==> config.mk <==
export PLATFORM = sky130hd
export DESIGN_NAME = trps_sequencer
export DESIGN_NICKNAME = d
export VERILOG_FILES = /design/src/hw/trps_pkg.sv /design/src/hw/trps_sequencer.sv
export VERILOG_INCLUDE_DIRS = /design/src /design/src/hw
export SDC_FILE = /design/constraint.sdc
export NUM_CORES = 1
export LEC_CHECK = 0
export BUFFER_PORTS_ARGS = -buffer_cell sky130_fd_sc_hd__buf_2
export CAP_MARGIN = 30
export CORE_MARGIN = 8
export CORE_UTILIZATION = 30
export DETAILED_ROUTE_END_ITERATION = 8
export PLACE_DENSITY_LB_ADDON = 0.05
export SLEW_MARGIN = 20
export SYNTH_ARGS = -nofsm -noshare
export SYNTH_HDL_FRONTEND = slang
export SYNTH_SLANG_ARGS = --single-unit
==> constraint.sdc <==
create_clock -name clk -period 1.77 [get_ports clk]
set_clock_uncertainty 0.05 [all_clocks]
set_input_delay 0.354 -clock clk [delete_from_list [all_inputs] [get_ports clk]]
set_output_delay 0.354 -clock clk [all_outputs]
set_load 0.01 [all_outputs]
==> src/hw/trps_defines.svh <==
`ifndef TRPS_DEFINES_SVH
`define TRPS_DEFINES_SVH

// timebase: 1 MHz tick derived from the 125 MHz clock
`define TRPS_CLK_MHZ        125
`define TRPS_TICK_MHZ       1
`define TRPS_TICK_DIV       (`TRPS_CLK_MHZ / `TRPS_TICK_MHZ)
// times in microseconds, counted in 1 MHz ticks
`define TRPS_PHASE_US       1000
`define TRPS_SOFTSTART_US   3000
`define TRPS_PUMP_RAMP_US   4000
`define TRPS_NEG_DELAY_US   16000
`define TRPS_POS_DELAY_US   4000
// current limit steps, quarter of full per step
`define TRPS_ILIM_PHASE1    3'h1
`define TRPS_ILIM_FULL      3'h4
// ramp code full-scale value for the pump rise-rate control
`define TRPS_RAMP_MAX       8'hFF

`endif

==> src/hw/trps_pkg.sv <==
package trps_pkg;

  typedef enum logic [6:0] {
    TRPS_OFF     = 7'h01,
    TRPS_REF     = 7'h02,
    TRPS_BOOST   = 7'h04,
    TRPS_NEG     = 7'h08,
    TRPS_POS     = 7'h10,
    TRPS_READY   = 7'h20,
    TRPS_SPARE   = 7'h40
  } trps_state_e;

  // comparator results, one bit per threshold
  typedef struct packed {
    logic ref_ok;        // reference in regulation
    logic ref_fault;     // reference below 1.05 V
    logic boost_reg;     // boost feedback in regulation
    logic boost_fault;   // boost feedback below 1.1 V
    logic neg_up;        // neg feedback below 110 mV
    logic neg_fault;     // neg feedback above 130 mV
    logic pos_up;        // pos feedback above 1.125 V
    logic pos_fault;     // pos feedback below 1.11 V
  } trps_cmp_s;

  typedef struct packed {
    logic       ref_en;
    logic       ref_ground;
    logic       boost_en;
    logic [2:0] boost_ilim;
    logic       neg_en;
    logic [7:0] neg_ramp;
    logic       pos_en;
    logic [7:0] pos_ramp;
  } trps_ctl_s;

endpackage : trps_pkg

==> src/hw/trps_sequencer.sv <==
`timescale 1ns/1ps
`include "trps_defines.svh"
// Overview of operation
// RQ1 - boost start enters soft-start phase one at quarter current limit
// RQ2 - each 1 ms without regulation advances phase, adding a quarter step
// RQ3 - full current limit after 3 ms or at boost regulation, whichever first
// RQ4 - each charge pump ramps its rise rate to regulate within 4 ms
// RQ5 - power-down request low disables all converters, reference grounded
// RQ6 - power-up or power-down release restarts the sequence from the start
// RQ7 - host must drive power-down request to a defined level, tie high unused
// RQ8 - no-delay variant: reference first, then soft-started boost
// RQ9 - no-delay variant: negative pump on once boost is regulated
// RQ10 - no-delay variant: positive pump on when neg feedback below 110 mV
// RQ11 - ready asserts low when positive feedback exceeds 1.125 V
// RQ12 - delayed variant: boost enabled only after reference regulates
// RQ13 - delayed variant: neg pump needs boost regulated and 16 ms elapsed
// RQ14 - delayed variant: pos pump needs neg up and 4 ms since neg enable
// RQ15 - ready is open-drain: driven low when done, released on fault
// RQ16 - after ready, any output below fault threshold releases ready
// RQ17 - reference fault below 1.05 V, boost fault below 1.1 V
// RQ18 - neg fault above 130 mV, pos fault below 1.11 V
// RQ19 - a fault stops later rails, keeps earlier, restarts after recovery
// RQ20 - timers count a fixed 1 MHz timebase
// RQ21 - shutdown clears all state, timers and fault latches; the code keeps the ramp_div_reg count through shutdown
// RQ22 - sequencing variant is a build-time parameter
module trps_sequencer #(
  parameter bit               DELAYED       = 1'b0,  // RQ22
  parameter int unsigned      NEG_DELAY_TICKS = `TRPS_NEG_DELAY_US,
  parameter int unsigned      POS_DELAY_TICKS = `TRPS_POS_DELAY_US
) (
  input  wire logic               clk,
  input  wire logic               resetn,
  input  wire logic               clk_en,
  input  wire logic               power_down_request_n,
  input  wire trps_pkg::trps_cmp_s cmp_in,
  output trps_pkg::trps_ctl_s     ctl,
  output logic                    ready_n_o,
  output logic                    ready_n_oe,
  output logic                    ready_n_i_unused,
  output trps_pkg::trps_state_e   state
);
  import trps_pkg::*;

  // pins from the analog side cross into this domain through two flops
  logic       pdr_s1_reg;
  logic       pdr_s2_reg;
  trps_cmp_s  cmp_s1_reg;
  trps_cmp_s  cmp_s2_reg;

  always_ff @(posedge clk or negedge resetn)
    if (!resetn)
    begin
      pdr_s1_reg <= 1'b0;
      pdr_s2_reg <= 1'b0;
      cmp_s1_reg <= '0;
      cmp_s2_reg <= '0;
    end
    else if (clk_en)
    begin
      pdr_s1_reg <= power_down_request_n;
      pdr_s2_reg <= pdr_s1_reg;
      cmp_s1_reg <= cmp_in;
      cmp_s2_reg <= cmp_s1_reg;
    end

  wire       run = pdr_s2_reg;
  trps_cmp_s c;
  assign c = cmp_s2_reg;

  // 1 MHz tick from the 125 MHz clock
  localparam int unsigned TICK_DIV = `TRPS_TICK_DIV;  // RQ20
  logic [6:0] div_reg;
  wire        tick = (div_reg == 7'(TICK_DIV - 1));

  always_ff @(posedge clk or negedge resetn)
    if (!resetn)
      div_reg <= 7'h00;
    else if (clk_en)
      div_reg <= (!run || tick) ? 7'h00 : div_reg + 7'h01;  // RQ20

  // state machine
  trps_state_e state_reg;
  trps_state_e state_next;
  assign state = state_reg;

  wire boost_go = DELAYED ? c.ref_ok : 1'b1;  // RQ8 RQ12
  logic [14:0] neg_tmr_reg;
  logic [12:0] pos_tmr_reg;
  wire neg_wait_done = !DELAYED || (neg_tmr_reg >= 15'(NEG_DELAY_TICKS));  // RQ13
  wire pos_wait_done = !DELAYED || (pos_tmr_reg >= 13'(POS_DELAY_TICKS));  // RQ14
  wire neg_go = c.boost_reg && neg_wait_done;  // RQ9 RQ13
  wire pos_go = c.neg_up && pos_wait_done;  // RQ10 RQ14

  // falling back to the faulted rail's own state keeps earlier rails and drops later ones
  always_comb
  begin
    state_next = state_reg;
    case (state_reg)
      TRPS_OFF:   state_next = TRPS_REF;  // RQ6
      TRPS_REF:   if (boost_go) state_next = TRPS_BOOST;  // RQ8 RQ12
      TRPS_BOOST:
        if (c.ref_fault) state_next = TRPS_REF;  // RQ19
        else if (neg_go) state_next = TRPS_NEG;
      TRPS_NEG:
        if (c.ref_fault) state_next = TRPS_REF;  // RQ19
        else if (c.boost_fault) state_next = TRPS_BOOST;  // RQ19
        else if (pos_go) state_next = TRPS_POS;
      TRPS_POS:
        if (c.ref_fault) state_next = TRPS_REF;  // RQ19
        else if (c.boost_fault) state_next = TRPS_BOOST;  // RQ19
        else if (c.neg_fault) state_next = TRPS_NEG;  // RQ19
        else if (c.pos_up) state_next = TRPS_READY;  // RQ11
      TRPS_READY:
        if (c.ref_fault) state_next = TRPS_REF;  // RQ16 RQ17
        else if (c.boost_fault) state_next = TRPS_BOOST;  // RQ16 RQ17
        else if (c.neg_fault) state_next = TRPS_NEG;  // RQ16 RQ18
        else if (c.pos_fault) state_next = TRPS_POS;  // RQ16 RQ18
      default:    state_next = TRPS_OFF;
    endcase
  end

  always_ff @(posedge clk or negedge resetn)
    if (!resetn)
      state_reg <= TRPS_OFF;
    else if (clk_en)
      state_reg <= run ? state_next : TRPS_OFF;  // RQ5 RQ21

  wire in_boost = (state_reg == TRPS_BOOST);
  wire in_neg   = (state_reg == TRPS_NEG);
  wire in_pos   = (state_reg == TRPS_POS);
  wire boost_on = in_boost || in_neg || in_pos || (state_reg == TRPS_READY);
  wire neg_on   = in_neg || in_pos || (state_reg == TRPS_READY);
  wire pos_on   = in_pos || (state_reg == TRPS_READY);

  // soft-start: ticks since boost enable, phase from elapsed milliseconds
  logic [11:0] ss_tmr_reg;
  logic        ss_done_reg;
  wire [2:0]   ss_phase = 3'(ss_tmr_reg / 12'(`TRPS_PHASE_US)) + `TRPS_ILIM_PHASE1;  // RQ1 RQ2
  wire         ss_end = (ss_tmr_reg >= 12'(`TRPS_SOFTSTART_US)) || c.boost_reg;  // RQ3
  // limit taken straight into the output flop, so it moves with boost enable, except at power-down, where it clears one cycle after boost enable drops
  wire [2:0]   ilim_next = !boost_on ? 3'h0 :
                           (ss_done_reg || ss_end) ? `TRPS_ILIM_FULL : ss_phase;  // RQ1 RQ3

  always_ff @(posedge clk or negedge resetn)
    if (!resetn)
    begin
      ss_tmr_reg  <= 12'h000;
      ss_done_reg <= 1'b0;
    end
    else if (clk_en)
    begin
      if (!boost_on)
      begin
        ss_tmr_reg  <= 12'h000;  // RQ21
        ss_done_reg <= 1'b0;
      end
      else
      begin
        if (tick && !ss_done_reg)
          ss_tmr_reg <= ss_tmr_reg + 12'h001;  // RQ2
        if (ss_end)
          ss_done_reg <= 1'b1;  // RQ3
      end
    end

  // delay timers, saturating, cleared while their rail start is off
  always_ff @(posedge clk or negedge resetn)
    if (!resetn)
    begin
      neg_tmr_reg <= 15'h0000;
      pos_tmr_reg <= 13'h0000;
    end
    else if (clk_en)
    begin
      if (!boost_on)
        neg_tmr_reg <= 15'h0000;  // RQ21
      else if (tick && !neg_wait_done)
        neg_tmr_reg <= neg_tmr_reg + 15'h0001;  // RQ13
      if (!neg_on)
        pos_tmr_reg <= 13'h0000;  // RQ21
      else if (tick && !pos_wait_done)
        pos_tmr_reg <= pos_tmr_reg + 13'h0001;  // RQ14
    end

  // pump rise-rate ramps: full scale in 255 steps of 15 ticks, just under 4 ms, so regulation is reached in time
  localparam int unsigned RAMP_STEP_TICKS = `TRPS_PUMP_RAMP_US / 256;
  logic [3:0] ramp_div_reg;
  logic [7:0] neg_ramp_reg;
  logic [7:0] pos_ramp_reg;
  wire        ramp_tick = tick && (ramp_div_reg == 4'(RAMP_STEP_TICKS - 1));

  always_ff @(posedge clk or negedge resetn)
    if (!resetn)
    begin
      ramp_div_reg <= 4'h0;
      neg_ramp_reg <= 8'h00;
      pos_ramp_reg <= 8'h00;
    end
    else if (clk_en)
    begin
      if (tick)
        ramp_div_reg <= ramp_tick ? 4'h0 : ramp_div_reg + 4'h1;
      if (!neg_on)
        neg_ramp_reg <= 8'h00;  // RQ4
      else if (ramp_tick && neg_ramp_reg != `TRPS_RAMP_MAX)
        neg_ramp_reg <= neg_ramp_reg + 8'h01;  // RQ4
      if (!pos_on)
        pos_ramp_reg <= 8'h00;  // RQ4
      else if (ramp_tick && pos_ramp_reg != `TRPS_RAMP_MAX)
        pos_ramp_reg <= pos_ramp_reg + 8'h01;  // RQ4
    end

  // outputs from flops; ready low only in the ready state
  logic ready_drv_reg;
  trps_ctl_s ctl_reg;

  always_ff @(posedge clk or negedge resetn)
    if (!resetn)
    begin
      ready_drv_reg <= 1'b0;
      ctl_reg       <= '{ref_ground: 1'b1, default: '0};
    end
    else if (clk_en)
    begin
      ready_drv_reg      <= run && (state_next == TRPS_READY);  // RQ11 RQ15 RQ16
      ctl_reg.ref_en     <= run;  // RQ5
      ctl_reg.ref_ground <= !run;  // RQ5
      ctl_reg.boost_en   <= run && boost_on;
      ctl_reg.boost_ilim <= ilim_next;  // RQ1 RQ2 RQ3
      ctl_reg.neg_en     <= run && neg_on;
      ctl_reg.neg_ramp   <= neg_ramp_reg;
      ctl_reg.pos_en     <= run && pos_on;
      ctl_reg.pos_ramp   <= pos_ramp_reg;
    end

  assign ctl              = ctl_reg;
  assign ready_n_o        = 1'b0;  // RQ15
  assign ready_n_oe       = ready_drv_reg;  // RQ15
  assign ready_n_i_unused = 1'b0;

endmodule : trps_sequencer

======== After elaboration in Yosys (flattened, before gate mapping) ========
Cells that the tools add are included.
word-level totals
  register bits ........................... 88
  input bits .............................. 12
  output and inout bits ................... 34
operators by class
  add/subtract/negate cells ............... 6
  divide/modulo/power cells ............... 1
  $lt $le $gt $ge ......................... 1
  equal/unequal tests ..................... 15
  multiplexer cells ....................... 27
  reductions and logical operators ........ 24
operator list
  cell                      number
  $mux W7                   15
  $pmux W7 S6               1
  $mux W8                   4
  $mux W12                  2
  $add A8 B1 Y8 const B     2
  $ne A8 B8 Y1 const B      2
  $eq A7 B6 Y1 const B      2
  $add A12 B1 Y12 const B   1
  $div A12 B10 Y12 const B  1
  $ge A12 B12 Y1 const B    1
  $reduce_and A2 Y1         5
  $logic_or A1 B1 Y1        9
  $logic_and A1 B1 Y1       8
  $ne A2 B1 Y1 const B      4
  $add A7 B1 Y7 const B     1
  $eq A7 B1 Y1 const B      1
  $eq A7 B2 Y1 const B      1
  $eq A7 B3 Y1 const B      1
  $eq A7 B4 Y1 const B      1
  $eq A7 B5 Y1 const B      1
  $eq A7 B7 Y1 const B      1
  $mux W3                   2
  $add A4 B1 Y4 const B     1
  $eq A4 B4 Y1 const B      1
  4 further kinds           6

======== Logic depth before layout (Yosys ltp) ========
Gate-level depths: netlist (run 1).
  depth in word-level cells ............... 7
  depth in mapped cells ................... 9
  depth with buffers taken out ............ 8

======== Worst setup path before layout (run 1) ========
No wires, ideal clock.
  path kind ............................... flip-flop to flip-flop
  start ................................... register state_reg[0], in the netlist state[0]
  end ..................................... register ready_drv_reg, in the netlist ready_n_oe
  library setup time ...................... 0.064 ns
  arrival time ............................ 1.806 ns
  required time ........................... 1.656 ns
  setup slack ............................. -0.150 ns
  cell stages (with the launch flop) ...... 7
  path buffers ............................ 1
  cell sequence ........................... dfstp_2 -> clkbuf_1 -> xor2_1 -> o211ai_2 -> a211o_2 -> nor4b_2 -> a21o_1
on the way
  longest elaborated chain between the ends .. 7
  elaborated cells on any way between the ends .. 22
  those cells by class .................... 7 x eq/ne; 14 x mux; 1 x reduce/logical
ends and longest elaborated chain
  what                               RTL line                                      RTL
  start: declaration                 trps_sequencer.sv:82                          trps_state_e state_reg;
  start signal: assignment           trps_sequencer.sv:126                         state_reg <= run ? state_next : TRPS_OFF;
  $mux W7, on equally long branches  trps_sequencer.sv:117, trps_sequencer.sv:112
  $mux W7, on equally long branches  trps_sequencer.sv:116, trps_sequencer.sv:111
  $mux W7, on equally long branches  trps_sequencer.sv:115, trps_sequencer.sv:110
  $mux W7, on equally long branches  trps_sequencer.sv:114, trps_sequencer.sv:109
  $pmux W7 S6 (*)                    trps_sequencer.sv:98                          case (state_reg)
  $eq A7 B6 Y1 (*)                   trps_sequencer.sv:225                         ready_drv_reg <= run && (state_next == TRPS_READY);
  $logic_and A1 B1 Y1 (*)            trps_sequencer.sv:225
  end signal: assignment             trps_sequencer.sv:225
  end: declaration                   trps_sequencer.sv:214                         logic ready_drv_reg;
Mark *: on every way between the ends. The rest lies on a longest branch, timed or not.
A chain may end at the register's enable or synchronous reset.

======== Final worst setup path (run 1) ========
  start ................................... register state_reg[3], in the netlist state[3]
  end ..................................... register ready_drv_reg, in the netlist ready_n_oe
The elaborated chain is that of the path after synthesis.

==> metrics.md, run 1 <==
| Metric | Value |
|---|---|
| GRT busiest layer | met2 |
| Critical Path End Type | register |
| Syn Std Cell Area | 0.004492 mm^2 |
| Area of the multi-input gates | 0.002490 mm^2 |
| Post-synthesis compound-gate area fraction | 14.76% |
| Die X | 138.4 um |
| Upper clock frequency limit | 0.5320 GHz |
| Vias in the first global route | 3667 |
| Share of the synthesized area in the top cell type | 47.91% |
| Post-Route WL | 11720 um |
| # DRC | 0 |
| Hold Violations, Final | 0 |
| Area grow syn2layout | 41.78% |
| Synth area leaders | dfrtp_1 48%, mux2_2 8.8%, o21ai_0 3.2% |
| Drt pass-1 iters | 6 |
| CTS clk-pin slew, worst paths | 60 ps |
| Mux cell area share after synthesis | 9.220% |
| EDFF count, synth | 0 |
| Fin area | 0.006369 mm^2 |
| Gr ovfl total | 0 |
| Initial antenna violation count | 0 |
| Seq/Total Area, Yosys | 49.08% |
| Largest area contributor in the netlist | dfrtp_1 |
| Seq cells post-synth | 88 |
| Core area | 0.01459 mm^2 |
| Hold Path End | cmp_s1_reg[2]$_DFFE_PN0P_ |
| Synth Warn # | 0 |
| Synth cell types | 60 |
| Tot GR Track Use | 12.08% |
| Worst-Margin Slew | 517.0 ps |
| Rows | 44 |
| Worst-Skew Late Latency | 350 ps |
| Clock root cell | clkbuf_16 |
| Met2 Track Usage GR | 19.24% |
| Worst min path class | in -> reg |
| Critical-path top delay cell | dfrtp_1 |
| Worst vdd ir | 460.7 uV |
| Number of antenna diodes | 0 |
| Setup violations, final | 10 |
| Total power | 4.954 mW |
| Setup WS post-layout | -109.6 ps |
| Depth of the worst register-to-register path | 7 |
| Lkg Pwr | 2.907 nW |
| Total CTS buffers | 9 |
| Worst R2R Setup Slack | -110 ps |
| FFs w/ async S/R, synth | 100.0% |
| First-pass GRT wire length | 18940 um |
| Die area | 0.01914 mm^2 |
| WP data required | 2010 ps |
| WS Path Type | reg -> reg |
| WHS Path Cells | 2 |
| WL/cell | 15.55 um |
| Ys flop type | dfrtp_1 |
| Reg2reg end | ready_n_oe$_DFFE_PN0P_ |
| Die Ht | 138.4 um |
| Share of post-route cells with drive strength above 1 | 46.84% |
| Number of H-tree levels | 3 |
| Fin crit share | 106.2% |
| Status | finished, violations left |
| Synth Instances | 430 |
| Syn Area/Cell | 10.45 um^2 |
| CP top delay family | compound AO/OA/AOI/OAI gates |
| Number of top-level pins | 46 |
| DPL Wire Length | 8313 um |
| Power per Cell Area | 777.9 mW/mm^2 |
| CTS tree | built |
| Vias per cell | 4.906 |
| # port buffers | 42 |
| RSZ-0062 raised after global routing | yes |
| Final-layout fill cell count | 1404 |
| Crit Path Max Fanout | 5 |
| HP Start | cmp_in[2] |
| Max FFs per register | 24 |
| GRT met1 Usage | 15.37% |
| Critical path cell sequence | buf_4, nor4_4, buf_4, o211ai_2, a211o_4, nor4b_4, a21o_1 |
| Final ANT Viol Nets | 0 |
| Max-Cap Viols | 0 |
| CP peak stage delay | 390 ps |
| Largest family of logic cells by synthesized area | simple AND/OR/NAND/NOR gates |
| Tmin final | 1880 ps |
| Placed inst area | 0.005495 mm^2 |
| Setup TNS | -533.6 ps |
| Maximum clock path buffer count | 2 |
| Utilization after layout | 43.65% |
| Setup crit start kind | register |
| Rel. slew slack | 65.49% |
| Worst R2R Start | state[3]$_DFFE_PN0P_ |
| Clock Sinks | 88 |
| Vias | 3699 |
| Initial drt markers | 142 |
| Count leader, synth | dfrtp_1 |
| Post-synth top cells | 86 x dfrtp_1, 35 x mux2_2, 34 x nor2_1, 29 x o21ai_0, 28 x nand2_1 |
| CP dominant cell by count | buf_4 |
| Final slew viol count | 0 |
| Register area | 0.002211 mm^2 |
| Initial Util | 30.79% |
| RePlAce Congestion | 0.7593 |
| Final nets | 586 |
| Met3 Use GR | 3.185% |
| Post-synthesis xor/xnor area fraction | 3.900% |
| Worst Path Buf+Inv | 2 |
| Failing checks | setup timing |
| Pin count of the biggest net entering global routing | 32 |
| Post-Synth Adder-Cell Area | 2.507% |
| Post-Synth Simple-Gate Area | 16.49% |
| Crit path arrival time | 2120 ps |
## cells in the final DEF (no fill, tap or decap), drive strengths merged, types with 8 or more instances in the layout
cell type and instances:
buf 146, dfrtp 86, mux2 35, nor2 35, o21ai 29, nand2 28, a21oi 15, inv 15
nand3 15, xor2 14, clkbuf 14, nand4 11, ha 9, nor3 8
## timing repair
item	CTS	global route
endpoints found under the setup margin	38	39
setup buffers	7	14
resized for setup	38	58
hold buffers	1	0
pin swaps	14	22
cloned	0	1
endpoints found under the hold margin	26	0
## logic make-up after synthesis
group,count (synthesis)
and+or+nand+nor,137
AOI/OAI and AO/OA,98
DFF,88
buffers and inverters,40
muxes,37
xor gates and xnor gates,20
adders and majority gates,9
other,1
## report_power, final
group / internal, mW / total, mW / switching [mW]
sequential: 2.10 / 2.20 / 0.0931
combinational: 0.395 / 0.751 / 0.356
clock: 1.21 / 2.01 / 0.795
## layout make-up
type | instances | area share (%)
clock buffers | 14 | 4.303
flip-flops and latches | 88 | 34.72
well taps | 184 | 3.615
repair buffers | 147 | 16.80
inverters | 15 | 0.8841
clock inverters | 2 | 0.5894
multi-input cells | 304 | 39.10
## stage by stage
step	setup slack, ps	std cells	hold WS [ps]
2_1_floorplan	-74.80	431	8.409
3_3_place_gp	-219.8	715	288.5
3_5_place_dp	-239.6	715	283.1
4_1_cts	-119.3	739	176.3
5_1_grt	-215.4	754	184.3
6_report	-109.6	754	186.8
## worst max-delay path by stage
| stage | to | cells after the start | startpoint |
|---|---|---|---|
| 6_report | ready_n_oe$_DFFE_PN0P_ | 7 | state[3]$_DFFE_PN0P_ |
| 2_1_floorplan | ready_n_oe$_DFFE_PN0P_ | 6 | state[5]$_DFFE_PN0P_ |
| 3_5_place_dp | ctl[20]$_DFFE_PN0P_ | 8 | ss_tmr_reg[4]$_DFFE_PN0P_ |
| 3_3_place_gp | ss_tmr_reg[1]$_DFFE_PN0P_ | 6 | state[6]$_DFFE_PN0P_ |
| 4_1_cts | state[5]$_DFFE_PN0P_ | 6 | state[1]$_DFFE_PN0P_ |
| 5_1_grt | state[5]$_DFFE_PN0P_ | 7 | state[3]$_DFFE_PN0P_ |
## metal layers
layer / vias up / wire length [um]
met3: 12 / 343
met5: - / 0
met1: 1824 / 5557
met2: 32 / 5669
met4: 0 / 153
li1: 1831 / -
Note: power is estimated with default switching activity, not from simulation.
==> run 2, diff against run 1 <==
--- a/config.mk
+++ b/config.mk
@@ -6,12 +6,16 @@
 export SDC_FILE = /design/constraint.sdc
 export NUM_CORES = 1
 export LEC_CHECK = 0
+export ABC_AREA = 0
 export BUFFER_PORTS_ARGS = -buffer_cell sky130_fd_sc_hd__buf_2
 export CAP_MARGIN = 30
+export CELL_PAD_IN_SITES_DETAIL_PLACEMENT = 1
+export CELL_PAD_IN_SITES_GLOBAL_PLACEMENT = 1
 export CORE_MARGIN = 8
 export CORE_UTILIZATION = 30
 export DETAILED_ROUTE_END_ITERATION = 8
 export PLACE_DENSITY_LB_ADDON = 0.05
+export REMOVE_ABC_BUFFERS = 1
 export SLEW_MARGIN = 20
 export SYNTH_ARGS = -nofsm -noshare
 export SYNTH_HDL_FRONTEND = slang
==> run 2 against run 1 <==
Compared with the run above: the run still ends with setup timing left; sequential share of layout area down 0.61 points; combinational power increased by 4.3%; global-route usage rose by 1.5 points; fmax is 0.65% higher; sequential power hardly changed; design area grew 2.0%; non-clock buffer count grew 2; critical endpoint is now ctl[20]$_DFFE_PN0P_; routed wire length is 8.9% higher; sequential cell count is the same.
==> metrics.md, run 2 (same netlist as run 1, synthesis figures left out) <==
| Metric | Value |
|---|---|
| Pre-CTS setup slack | -273.0 ps |
| Number of antenna diodes | 0 |
| Final ANT Viol Nets | 0 |
| Upper clock frequency limit | 0.5355 GHz |
| Failing checks | setup timing |
| Final nets | 587 |
| Non-filler cells, final | 755 |
| Setup violations, final | 17 |
| Crit Path Max Fanout | 4 |
| Total CTS buffers | 9 |
| Power per Cell Area | 754.7 mW/mm^2 |
| # DRC | 0 |
| Switching share of power | 25.72% |
| Pin count of the biggest net entering global routing | 46 |
| WL/cell | 16.90 um |
| # port buffers | 42 |
| Rows | 44 |
| Initial drt markers | 117 |
| Dpl cells | 720 |
| Hold Violations, Final | 0 |
| Drt pass-1 iters | 4 |
| Initial antenna violation count | 0 |
| Critical-path top delay cell | dfrtp_2 |
| Clock Power Share | 39.1% |
| Max FFs per register | 24 |
| Tot GR Track Use | 13.58% |
| Clock Sinks | 88 |
| Net switching power | 1.260 mW |
| Vias per cell | 5.069 |
| Status | finished, violations left |
| Placed inst area | 0.005515 mm^2 |
| Int Power | 3.641 mW |
| Post-Route WL | 12760 um |
| Flop pwr share | 44.9% |
| Critical Path End Type | register |
| Fin area | 0.006494 mm^2 |
| Worst-Skew Late Latency | 340 ps |
| Share of post-route cells with drive strength above 1 | 49.56% |
| Die Ht | 138.4 um |
| Lkg Pwr | 2.919 nW |
| RePlAce Congestion | 0.7694 |
| Maximum clock path buffer count | 2 |
| Crit path arrival time | 2080 ps |
| WP data required | 1990 ps |
| Die area | 0.01914 mm^2 |
| CP peak stage delay | 430 ps |
| Utilization after layout | 44.51% |
| WS Path Type | reg -> reg |
| Area grow syn2layout | 44.57% |
| Number of top-level pins | 46 |
| Number of H-tree levels | 3 |
| Combinational share of power | 16.0% |
| Vias | 3827 |
| Max-Cap Viols | 0 |
| CTS tree | built |
| DPL Wire Length | 9083 um |
| Worst vdd ir | 440.8 uV |
| CTS clk-pin slew, worst paths | 60 ps |
| Final slew viol count | 0 |
| First-pass GRT wire length | 21570 um |
| Most frequent cells in the layout | 90 x buf_4, 78 x dfrtp_1, 41 x buf_2 |
| Tmin final | 1867 ps |
| Setup WS post-layout | -97.49 ps |
| Worst-Margin Slew | 541.6 ps |
| Worst hold slack | 189.9 ps |
| Initial Util | 30.79% |
| Depth of the worst register-to-register path | 9 |
| Worst min path class | in -> reg |
| Clock root cell | clkbuf_16 |
| WHS Path Cells | 2 |
| Fin crit share | 105.5% |
| Core area | 0.01459 mm^2 |
| Rel. slew slack | 63.89% |
| Gr ovfl total | 0 |
| Die X | 138.4 um |
| Most common cell after layout, fill and taps aside | buf_4 |
| Worst R2R Setup Slack | -100 ps |
| RSZ-0062 raised after global routing | yes |
| Critical path cell sequence | buf_4, o21a_1, o21ai_1, a22oi_2, o31ai_4, ha_2, xor2_1, nor2_1, o2bb2ai_1 |
| Setup crit start kind | register |
| Vias in the first global route | 4104 |
==> run 2: changes by cell type in the layout (fill, tap and decap cells not counted), sizes merged <==
cell and delta:
clkbuf -1, buf +2, clkinv +1, nor2 -1
==> run 2: final timing paths <==
check	endpoint	start
min	cmp_s1_reg[2]$_DFFE_PN0P_	cmp_in[2]
min in group asynchronous	ss_tmr_reg[9]$_DFFE_PN0P_	resetn
max reg2reg	ctl[20]$_DFFE_PN0P_	ss_tmr_reg[6]$_DFFE_PN0P_
min reg2reg	c[4]$_DFFE_PN0P_	cmp_s1_reg[4]$_DFFE_PN0P_
max	ctl[20]$_DFFE_PN0P_	ss_tmr_reg[6]$_DFFE_PN0P_
max in group asynchronous	state[0]$_DFFE_PN1P_	resetn
==> run 2: power by group through the flow <==
stage | clock [mW] | sequential, mW | combinational [mW]
finish | 1.92 | 2.20 | 0.783
floorplan | 0 | 2.23 | 0.256
CTS | 2.00 | 2.20 | 0.758
global route | 2.07 | 2.22 | 0.866
global placement | 0 | 2.23 | 0.673
detailed placement | 0 | 2.23 | 0.681
==> run 2: routing by layer <==
| layer | track usage, % | vias to the layer above | routed length, um |
|---|---|---|---|
| li1 | - | 1847 | - |
| met1 | 16.85 | 1936 | 5868 |
| met2 | 22.77 | 32 | 6382 |
| met3 | 2.705 | 12 | 318 |
| met4 | 5.034 | 0 | 193 |
| met5 | 0 | - | 0 |
==> run 2: critical path: cells and delay by family, from the launching register on <==
family	cells	cell delay [ps]
compound gates	5	720
flops	1	430
fa+ha+maj	1	220
buf+inv	1	160
xor+xnor	1	140
simple gates	1	70
==> run 2: area by class of cell <==
cell class | count | area, um^2
Clock buffer | 13 | 250.2
Clock inverter | 3 | 42.54
Fill cell | 1604 | 8095
Inverter | 15 | 56.30
Multi-Input combinational cell | 303 | 2582
Sequential cell | 88 | 2215
Tap cell | 184 | 230.2
Timing Repair Buffer | 149 | 1117
==> run 2: per-stage QoR <==
| stage | setup TNS [ps] | power [mW] |
|---|---|---|
| 2_1_floorplan | -2140 | 2.482 |
| 3_3_place_gp | -3785 | 2.899 |
| 3_5_place_dp | -5050 | 2.911 |
| 4_1_cts | -1370 | 4.957 |
| 5_1_grt | -3067 | 5.155 |
| 6_report | -1071 | 4.901 |
==> run 2: repair_timing <==
item | in CTS | in global routing
resized for setup | 82 | 46
endpoints found under the setup margin | 38 | 39
pin swaps | 24 | 27
setup buffers | 8 | 10
endpoints found under the hold margin | 22 | 0
hold buffers | 1 | 0
